### src/srb_pkg.sv
package srb_pkg;

   // serial frame layout, LSB first position numbering
   localparam int          FRAME_W        = 16;
   localparam int          ADDR_LSB       = 0;
   localparam int          ADDR_W         = 7;
   localparam int          MODE_BIT       = 7;
   localparam int          DATA_LSB       = 8;
   localparam int          DATA_W         = 8;

   // recovery control and identification register offsets
   localparam logic [6:0]  OFS_REC_CTRL2  = 7'h3d;
   localparam logic [6:0]  OFS_REC_UPPER  = 7'h3e;
   localparam logic [6:0]  OFS_REC_LOWER  = 7'h3f;
   localparam logic [6:0]  OFS_FAMILY_ID  = 7'h7e;

   // recovery control fields and power-on values
   localparam int          CLK_SEL_LSB    = 0;
   localparam int          CLK_SEL_W      = 2;
   localparam logic [7:0]  RST_REC_CTRL2  = 8'h00;
   localparam logic [7:0]  RST_REC_UPPER  = 8'ha8;
   localparam logic [7:0]  RST_REC_LOWER  = 8'h98;

   // recovery clock select codes and resulting clock in MHz
   localparam logic [1:0]  CLK_SEL_80     = 2'h0;
   localparam logic [1:0]  CLK_SEL_40     = 2'h1;
   localparam logic [1:0]  CLK_SEL_20     = 2'h2;
   localparam logic [1:0]  CLK_SEL_10     = 2'h3;
   localparam logic [7:0]  REC_MHZ_80     = 8'h50;
   localparam logic [7:0]  REC_MHZ_40     = 8'h28;
   localparam logic [7:0]  REC_MHZ_20     = 8'h14;
   localparam logic [7:0]  REC_MHZ_10     = 8'h0a;

   // latched status registers
   localparam int          NSTAT          = 14;
   localparam int          STAT_DEVICE    = 3;   // index of device info status
   localparam logic [7:0]  STAT_RESET     = 8'h00;

   localparam logic [6:0]  STAT_ADDR [NSTAT] = '{
      7'h40, 7'h41, 7'h42, 7'h43, 7'h44, 7'h46, 7'h47,
      7'h48, 7'h54, 7'h55, 7'h70, 7'h71, 7'h72, 7'h73};

   // read-clear bits of each status register
   localparam logic [7:0]  STAT_RC_MASK [NSTAT] = '{
      8'h63, 8'h9d, 8'h0f, 8'hff, 8'hff, 8'hff, 8'hff,
      8'h00, 8'hff, 8'hff, 8'hff, 8'hff, 8'hff, 8'hff};

   // read-only live bits; bits in neither mask are reserved and read 0
   localparam logic [7:0]  STAT_RO_MASK [NSTAT] = '{
      8'h00, 8'h00, 8'h00, 8'h00, 8'h00, 8'h00, 8'h00,
      8'hff, 8'h00, 8'h00, 8'h00, 8'h00, 8'h00, 8'h00};

endpackage : srb_pkg

### src/srb_status_cdr_bank.sv
// Notes on behaviour
// - the two-bit recovery clock select picks 80, 40, 20 or 10 MHz for codes 00 to 11.
// - an 8-bit read-write upper limit clamps any tracked bit length above it.
// - an 8-bit read-write lower limit clamps a tracked bit length below it unless that length is also above the upper limit.
// - power-on or soft reset loads a8 into the upper limit and 98 into the lower limit.
// - each command is 16 bits, address plus mode bit in the first byte, data in the second.
// - data bits D0 to D7 sit at frame bit positions 8 to 15.
// - frame bit 7 low returns the addressed status byte and changes nothing.
// - frame bit 7 high clears the clearable flags of the addressed status register as a whole byte.
// - read-only and reserved bits ignore clears, read-clear bits are reset by a clear.
// - latched flags never clear on their own, only the watchdog failure count may change by itself.
// - status registers decode at 40 to 44, 46 to 48, 54 and 55, selective wake status at 70 to 73, identification at 7e.
// - the recovery clock select lives in bits 1:0 of recovery control two and is read-write.
`timescale 1ns/100ps

module srb_status_cdr_bank
   import srb_pkg::*;
#(
   parameter int         BTL_W     = 8,
   parameter logic [7:0] FAMILY_ID = 8'h5a   // arbitrary value
) (
   // clock and reset
   input  wire logic                  i_core_clk,
   input  wire logic                  i_rstn,
   input  wire logic                  i_soft_rst,
   // command frame from the serial front end
   input  wire logic                  i_frame_valid,
   input  wire logic [FRAME_W-1:0]    i_frame,
   output      logic                  o_resp_valid,
   output      logic [DATA_W-1:0]     o_resp_data,
   output      logic                  o_resp_unmapped,
   // status sources
   input  wire logic [NSTAT*8-1:0]    i_stat_event,
   input  wire logic [NSTAT*8-1:0]    i_stat_level,
   output      logic                  o_wd_count_clear,
   // recovery unit
   output      logic [CLK_SEL_W-1:0]  o_recovery_clock_select,
   output      logic [7:0]            o_recovery_clk_mhz,
   output      logic [BTL_W-1:0]      o_recovery_upper_bound,
   output      logic [BTL_W-1:0]      o_recovery_lower_bound,
   input  wire logic                  i_track_valid,
   input  wire logic [BTL_W-1:0]      i_tracked_bit_length,
   output      logic [BTL_W-1:0]      o_clamped_bit_length,
   output      logic                  o_clamp_high,
   output      logic                  o_clamp_low
);

   // the limit registers are one data byte wide
   generate
      if (BTL_W != DATA_W) begin : g_bad_width
         $error("srb_status_cdr_bank: BTL_W must equal the data byte width");
      end
   endgenerate

   // frame fields
   logic [ADDR_W-1:0]  frm_addr;
   logic               frm_mode;
   logic [DATA_W-1:0]  frm_data;

   // slice the command word, address and mode first
   assign frm_addr = i_frame[ADDR_LSB +: ADDR_W];
   assign frm_mode = i_frame[MODE_BIT];
   assign frm_data = i_frame[DATA_LSB +: DATA_W];

   // recovery control registers
   logic [CLK_SEL_W-1:0]  clk_sel_r;
   logic [CLK_SEL_W-1:0]  clk_sel_nxt;
   logic [DATA_W-1:0]     upper_r;
   logic [DATA_W-1:0]     upper_nxt;
   logic [DATA_W-1:0]     lower_r;
   logic [DATA_W-1:0]     lower_nxt;
   logic                  ctrl_wr;

   // control registers take the data byte when the mode bit is set
   assign ctrl_wr = i_frame_valid & frm_mode;

   // next values; soft reset reloads the power-on values
   always_comb begin
      clk_sel_nxt = clk_sel_r;
      upper_nxt   = upper_r;
      lower_nxt   = lower_r;
      if (i_soft_rst) begin
         clk_sel_nxt = RST_REC_CTRL2[CLK_SEL_LSB +: CLK_SEL_W];
         upper_nxt   = RST_REC_UPPER;
         lower_nxt   = RST_REC_LOWER;
      end else if (ctrl_wr) begin
         case (frm_addr)
            OFS_REC_CTRL2: begin
               clk_sel_nxt = frm_data[CLK_SEL_LSB +: CLK_SEL_W];
            end
            OFS_REC_UPPER: begin
               upper_nxt = frm_data;
            end
            OFS_REC_LOWER: begin
               lower_nxt = frm_data;
            end
            default: begin
               clk_sel_nxt = clk_sel_r;
            end
         endcase
      end
   end

   // register the control group; a restart without reset keeps whatever
   // the limits held, only reset and soft reset load the power-on values
   always_ff @(posedge i_core_clk) begin
      if (!i_rstn) begin
         clk_sel_r <= RST_REC_CTRL2[CLK_SEL_LSB +: CLK_SEL_W];
         upper_r   <= RST_REC_UPPER;
         lower_r   <= RST_REC_LOWER;
      end else begin
         clk_sel_r <= clk_sel_nxt;
         upper_r   <= upper_nxt;
         lower_r   <= lower_nxt;
      end
   end

   // control outputs straight from flip-flops
   assign o_recovery_clock_select = clk_sel_r;
   assign o_recovery_upper_bound  = upper_r;
   assign o_recovery_lower_bound  = lower_r;

   // recovery clock rate and bit-length clamp
   logic [7:0]        mhz_nxt;
   logic [7:0]        mhz_r;
   logic [BTL_W-1:0]  clamp_nxt;
   logic [BTL_W-1:0]  clamp_r;
   logic              hi_nxt;
   logic              hi_r;
   logic              lo_nxt;
   logic              lo_r;

   // clock select decode; software keeps the ratio to baud within 80..160
   always_comb begin
      case (clk_sel_r)
         CLK_SEL_80: mhz_nxt = REC_MHZ_80;
         CLK_SEL_40: mhz_nxt = REC_MHZ_40;
         CLK_SEL_20: mhz_nxt = REC_MHZ_20;
         CLK_SEL_10: mhz_nxt = REC_MHZ_10;
         default:    mhz_nxt = REC_MHZ_80;
      endcase
   end

   // clamp the tracked length; upper wins if software crosses the limits
   // comparisons are unsigned, the lengths are counts of clock periods
   always_comb begin
      clamp_nxt = clamp_r;
      hi_nxt    = hi_r;
      lo_nxt    = lo_r;
      if (i_track_valid) begin
         hi_nxt    = 1'b0;
         lo_nxt    = 1'b0;
         clamp_nxt = i_tracked_bit_length;
         if (i_tracked_bit_length > upper_r) begin
            clamp_nxt = upper_r;
            hi_nxt    = 1'b1;
         end else if (i_tracked_bit_length < lower_r) begin
            clamp_nxt = lower_r;
            lo_nxt    = 1'b1;
         end
      end
   end

   // register the clock rate
   always_ff @(posedge i_core_clk) begin
      if (!i_rstn) begin
         mhz_r <= REC_MHZ_80;
      end else begin
         mhz_r <= mhz_nxt;
      end
   end

   // register the clamp result; soft reset leaves the last sample alone
   always_ff @(posedge i_core_clk) begin
      if (!i_rstn) begin
         clamp_r <= RST_REC_LOWER;
         hi_r    <= 1'b0;
         lo_r    <= 1'b0;
      end else begin
         clamp_r <= clamp_nxt;
         hi_r    <= hi_nxt;
         lo_r    <= lo_nxt;
      end
   end

   // recovery outputs straight from flip-flops
   assign o_recovery_clk_mhz   = mhz_r;
   assign o_clamped_bit_length = clamp_r;
   assign o_clamp_high         = hi_r;
   assign o_clamp_low          = lo_r;

   // latched status registers
   logic [7:0]        stat_val [NSTAT];
   logic [NSTAT-1:0]  stat_hit;

   genvar gi;
   generate
      for (gi = 0; gi < NSTAT; gi++) begin : g_stat
         logic [7:0]  lat_r;
         logic [7:0]  lat_nxt;
         logic        clr;

         // address match and clear strobe of this register
         assign stat_hit[gi] = (frm_addr == STAT_ADDR[gi]);
         assign clr          = i_frame_valid & frm_mode & stat_hit[gi];

         // set beats clear so an event in the clear cycle survives
         always_comb begin
            lat_nxt = lat_r;
            if (i_soft_rst) begin
               lat_nxt = STAT_RESET;
            end else begin
               if (clr) begin
                  lat_nxt = lat_r & ~STAT_RC_MASK[gi];
               end
               lat_nxt = lat_nxt | (i_stat_event[gi*8 +: 8] & STAT_RC_MASK[gi]);
            end
         end

         // register the latch
         always_ff @(posedge i_core_clk) begin
            if (!i_rstn) begin
               lat_r <= STAT_RESET;
            end else begin
               lat_r <= lat_nxt;
            end
         end

         // reserved bits read zero, live bits bypass the latch
         assign stat_val[gi] = (lat_r & STAT_RC_MASK[gi])
                             | (i_stat_level[gi*8 +: 8] & STAT_RO_MASK[gi]);
      end
   endgenerate

   // the watchdog failure count is kept outside; a clear here restarts it
   // in the same cycle as the latched bits of that register
   assign o_wd_count_clear = i_frame_valid & frm_mode & stat_hit[STAT_DEVICE];

   // response byte: contents before any clear of the same frame
   logic [DATA_W-1:0]  rd_byte;
   logic               rd_miss;
   logic [DATA_W-1:0]  resp_data_r;
   logic [DATA_W-1:0]  resp_data_nxt;
   logic               resp_miss_r;
   logic               resp_miss_nxt;
   logic               resp_vld_r;
   logic               resp_vld_nxt;

   // address decode; reading never alters any bit
   // a hole answers zero and raises the unmapped flag
   always_comb begin
      rd_byte = '0;
      rd_miss = 1'b0;
      case (frm_addr)
         OFS_REC_CTRL2: rd_byte = {{(DATA_W-CLK_SEL_W){1'b0}}, clk_sel_r};
         OFS_REC_UPPER: rd_byte = upper_r;
         OFS_REC_LOWER: rd_byte = lower_r;
         OFS_FAMILY_ID: rd_byte = FAMILY_ID;
         default: begin
            rd_miss = ~(|stat_hit);
            for (int k = 0; k < NSTAT; k++) begin
               if (stat_hit[k]) begin
                  rd_byte = stat_val[k];
               end
            end
         end
      endcase
   end

   // one answer per frame, one cycle after it
   always_comb begin
      resp_vld_nxt  = i_frame_valid;
      resp_data_nxt = resp_data_r;
      resp_miss_nxt = resp_miss_r;
      if (i_frame_valid) begin
         resp_data_nxt = rd_byte;
         resp_miss_nxt = rd_miss;
      end
   end

   // register the answer; soft reset leaves it alone
   always_ff @(posedge i_core_clk) begin
      if (!i_rstn) begin
         resp_vld_r  <= 1'b0;
         resp_data_r <= '0;
         resp_miss_r <= 1'b0;
      end else begin
         resp_vld_r  <= resp_vld_nxt;
         resp_data_r <= resp_data_nxt;
         resp_miss_r <= resp_miss_nxt;
      end
   end

   // answer outputs straight from flip-flops
   assign o_resp_valid    = resp_vld_r;
   assign o_resp_data     = resp_data_r;
   assign o_resp_unmapped = resp_miss_r;

endmodule : srb_status_cdr_bank

### config.mk
export PLATFORM = sky130hd
export DESIGN_NAME = srb_status_cdr_bank
export DESIGN_NICKNAME = d
export VERILOG_FILES = /design/src/srb_pkg.sv /design/src/srb_status_cdr_bank.sv
export SDC_FILE = /design/constraint.sdc
export NUM_CORES = 1
export LEC_CHECK = 0
export BUFFER_PORTS_ARGS = -buffer_cell sky130_fd_sc_hd__clkbuf_2
export CORE_MARGIN = 5
export CORE_UTILIZATION = 50
export CTS_CLUSTER_SIZE = 30
export DETAILED_ROUTE_END_ITERATION = 8
export GPL_ROUTABILITY_DRIVEN = 0
export GPL_TIMING_DRIVEN = 0
export HOLD_SLACK_MARGIN = 0.05
export PLACE_DENSITY_LB_ADDON = 0.25
export SYNTH_ARGS = -nofsm -noshare
export SYNTH_HDL_FRONTEND = slang
export SYNTH_SLANG_ARGS = --single-unit
### constraint.sdc
create_clock -name i_core_clk -period 4.4 [get_ports i_core_clk]
set_clock_uncertainty 0.15 [all_clocks]
set_input_delay 0.22 -clock i_core_clk [delete_from_list [all_inputs] [get_ports i_core_clk]]
set_output_delay 0.22 -clock i_core_clk [all_outputs]
set_load 0.03 [all_outputs]
==> flow_summary.toml <==
[route]
wl_met1_um = 9355
route.met3.wl_um = 1986
vias = 7154
routed_wl_um = 23290
antenna_left = 0
top_layer_used = "met4"
wl_per_cell_um = 18.50
drt_iter0_markers = 746
via_per_inst = 5.682
first_pass_iters = 5
drc = 0
wl_met2_um = 10760

[floorplanning]
die_h_um = 122.1
num_rows = 41
ioPinCount = 300
fp.dieW_um = 122.1
design.die.area_um2 = 14920
core_region_area_um2 = 12470
initial_core_util_pct = 50.44

[placed_design]
portBuffers = 171
hpwlAfterDp_um = 15850
dp_slack_ps = 1821
dp_cells = 1113

[layout]
final_common_cell = "clkbuf_2"
area.growth.synth_to_final_pct = 44.18
mostFrequentLayoutCells = "clkbuf_2, dfxtp_1, nor2_1"
final_cells = 1259
nNetsFinal = 1340
nFillCells = 964
drive_above_1_share_pct = 20.85

[logic_synthesis]
syn_area_um2 = 6287
synth_edf_count = 0
netlist_instances = 769
synth.area.mux_share_pct = 6.527
syn_area_per_cell_um2 = 8.176
yosysSeqAreaShare_pct = 43.62
synth_compound_area_share_pct = 22.51
ys_warn_count = 0
synthSimpleGateAreaFrac_pct = 19.20
yosys.cell_types.count = 59
ys_seq_elements = 137
synth_top_family_by_area = "compound AO/OA/AOI/OAI gates"
synthArstFlopShare_pct = 0
synth_top_flop_cell = "dfxtp_1"
synth-xor-area-share_pct = 0
synth_fa_ha_area_share_pct = 3.144

[critical_path]
end_kind = "flop"
crit_family = "compound AO/OA/AOI/OAI gates"
crit_fanout = 9
required_ps = 4530
path_common_cell = "o21ai_0"
path_buf_inv = 2
crit_arrival_ps = 2600
start_kind = "flop"
cp_cell_sequence = "inv_1 -> ha_1 -> a21o_1 -> a2111oi_0 -> o21ai_0 -> o21ai_0 -> buf_2 -> mux2i_1 -> o221ai_1"
cp_slowest_cell = "dfxtp_1"
critPathMaxStageDelay_ps = 390
path_class = "flop to flop"

[cts]
cts_max_path_buffers = 2
cts_made_buffers = 17
post_cts_buffers = 0
clk_latency_ps = 430
post_cts_resized = 0
cts_num_sinks = 137
path_clk_slew_ps = 60
htreeDepth = 4
cts_tree = "done"
cts_root_buffer = "clkbuf_16"

[grt]
antenna_found_initial = 3
grt_start_max_net_pins = 17
grt_overflow_total = 0
grt.total_usage_pct = 31.52
grt_pass1_vias = 7083
grt_pass1_wl_um = 36140

[timing]
rsz0062_at_grt = "false"
layout_min_cycle_time_ps = 2468
hold_violations = 0
period_share_pct = 56.09
slew_violations = 0
fmax_mhz = 405.2
tightest_slew_ps = 881.7
hold_ws_ps = 163.5
setup_tns_ps = 0
fin_ws_ps = 1932
slew_headroom_pct = 39.70
setup_viol = 0

[pwr]
powerDensity_nw_per_um2 = 345.6
ir_worst_vdd_v = 0.0002608
total_power_mw = 3.133
cellLeakagePower_nw = 3.939

[run_status]
run_status = "complete, no violations"

[flow_run]
maxCapViolations = 0

[worst_hold_path]
hp-class = "primary input to flop"
-- worst register-to-register path: stages (launching register included) --
cell	delay (ps)
dfxtp_1	390
inv_1	80
ha_1	310
a21o_1	160
a2111oi_0	340
o21ai_0	150
o21ai_0	80
buf_2	280
mux2i_1	250
o221ai_1	120
-- worst paths after layout --
path / start / to / slack [ps] / cells after the start
max: o_recovery_lower_bound[4]$_SDFFE_PP1P_ / o_clamped_bit_length[6]$_SDFFE_PN0P_ / 1930 / 9
min reg2reg: o_recovery_upper_bound[4]$_SDFFE_PP0P_ / o_recovery_upper_bound[4]$_SDFFE_PP0P_ / 330 / 2
max reg2reg: o_recovery_lower_bound[4]$_SDFFE_PP1P_ / o_clamped_bit_length[6]$_SDFFE_PN0P_ / 1930 / 9
min: i_stat_level[56] / o_resp_data[0]$_SDFFE_PN0P_ / 160 / 4
-- metrics by stage --
stage                     instance area [um2]  utilization [%]
after floorplan                          6291                -
after global placement                   7362            59.06
after detailed placement                 7362            59.06
after CTS                                9057            72.66
after global routing                     9065            72.72
final                                    9065            72.72
-- synth_stat cells, drive strengths merged (8+ instances only) --
cell / instances / area [um2]
clkbuf: 32 / 120.1
nor3: 11 / 87.58
inv: 24 / 90.09
o21ai: 35 / 175.2
nand2b: 8 / 50.05
buf: 17 / 100.1
ha: 15 / 187.7
nand2: 74 / 277.8
nand3: 20 / 100.1
mux2i: 32 / 320.3
o221ai: 9 / 78.83
a21oi: 117 / 585.6
dfxtp: 137 / 2743
nor2: 124 / 465.5
a31oi: 9 / 56.30
-- cell families (layout without fill, tap and decap cells) --
| family | after synthesis | in the layout |
|---|---|---|
| DFF | 137 | 137 |
| other | 1 | 5 |
| and+or+nand+nor | 270 | 270 |
| muxes | 39 | 39 |
| adders and majority gates | 16 | 16 |
| buffers and inverters | 73 | 387 |
| AOI/OAI and AO/OA | 233 | 233 |
-- layer usage --
layer  track usage (%)  vias to the layer above
met3             6.685                       97
met1             38.68                     3253
met2             51.38                      451
met5                 0                        -
met4             17.77                        0
li1                  -                     3353
-- power by group --
| group | internal [mW] | switching (mW) | total (mW) |
|---|---|---|---|
| logic | 0.196 | 0.218 | 0.413 |
| clock network | 0.873 | 0.523 | 1.40 |
| registers | 1.29 | 0.0311 | 1.32 |
-- sequential cells by signal (all words and copies together) (netlist names) --
signal	cells
o_clamp_low	1
o_clamp_high	1
o_recovery_upper_bound	8
o_recovery_lower_bound	8
o_resp_data	8
o_recovery_clk_mhz	6
g_stat.lat_r	93
o_clamped_bit_length	8
o_resp_unmapped	1
o_resp_valid	1
o_recovery_clock_select	2
-- timing repair --
item                                   4_1_cts  5_1_grt
endpoints found under the hold margin      120        0
hold buffers                               112        0
setup endpoints to repair                    0        0
-- layout make-up --
cell class / instances / area [um2] / share of cell area, %
repair buffers: 283 / 1977 / 21.81
clock buffers: 24 / 481.7 / 5.314
well taps: 172 / 215.2 / 2.374
plain buffers: 49 / 220.2 / 2.429
flip-flops and latches: 137 / 2743 / 30.26
multi-input cells: 560 / 3238 / 35.72
diodes: 3 / 7.507 / 0.08282
inverters: 24 / 90.09 / 0.9938
clock inverters: 7 / 92.59 / 1.021
No activity file was read; power rests on OpenSTA's default activity.
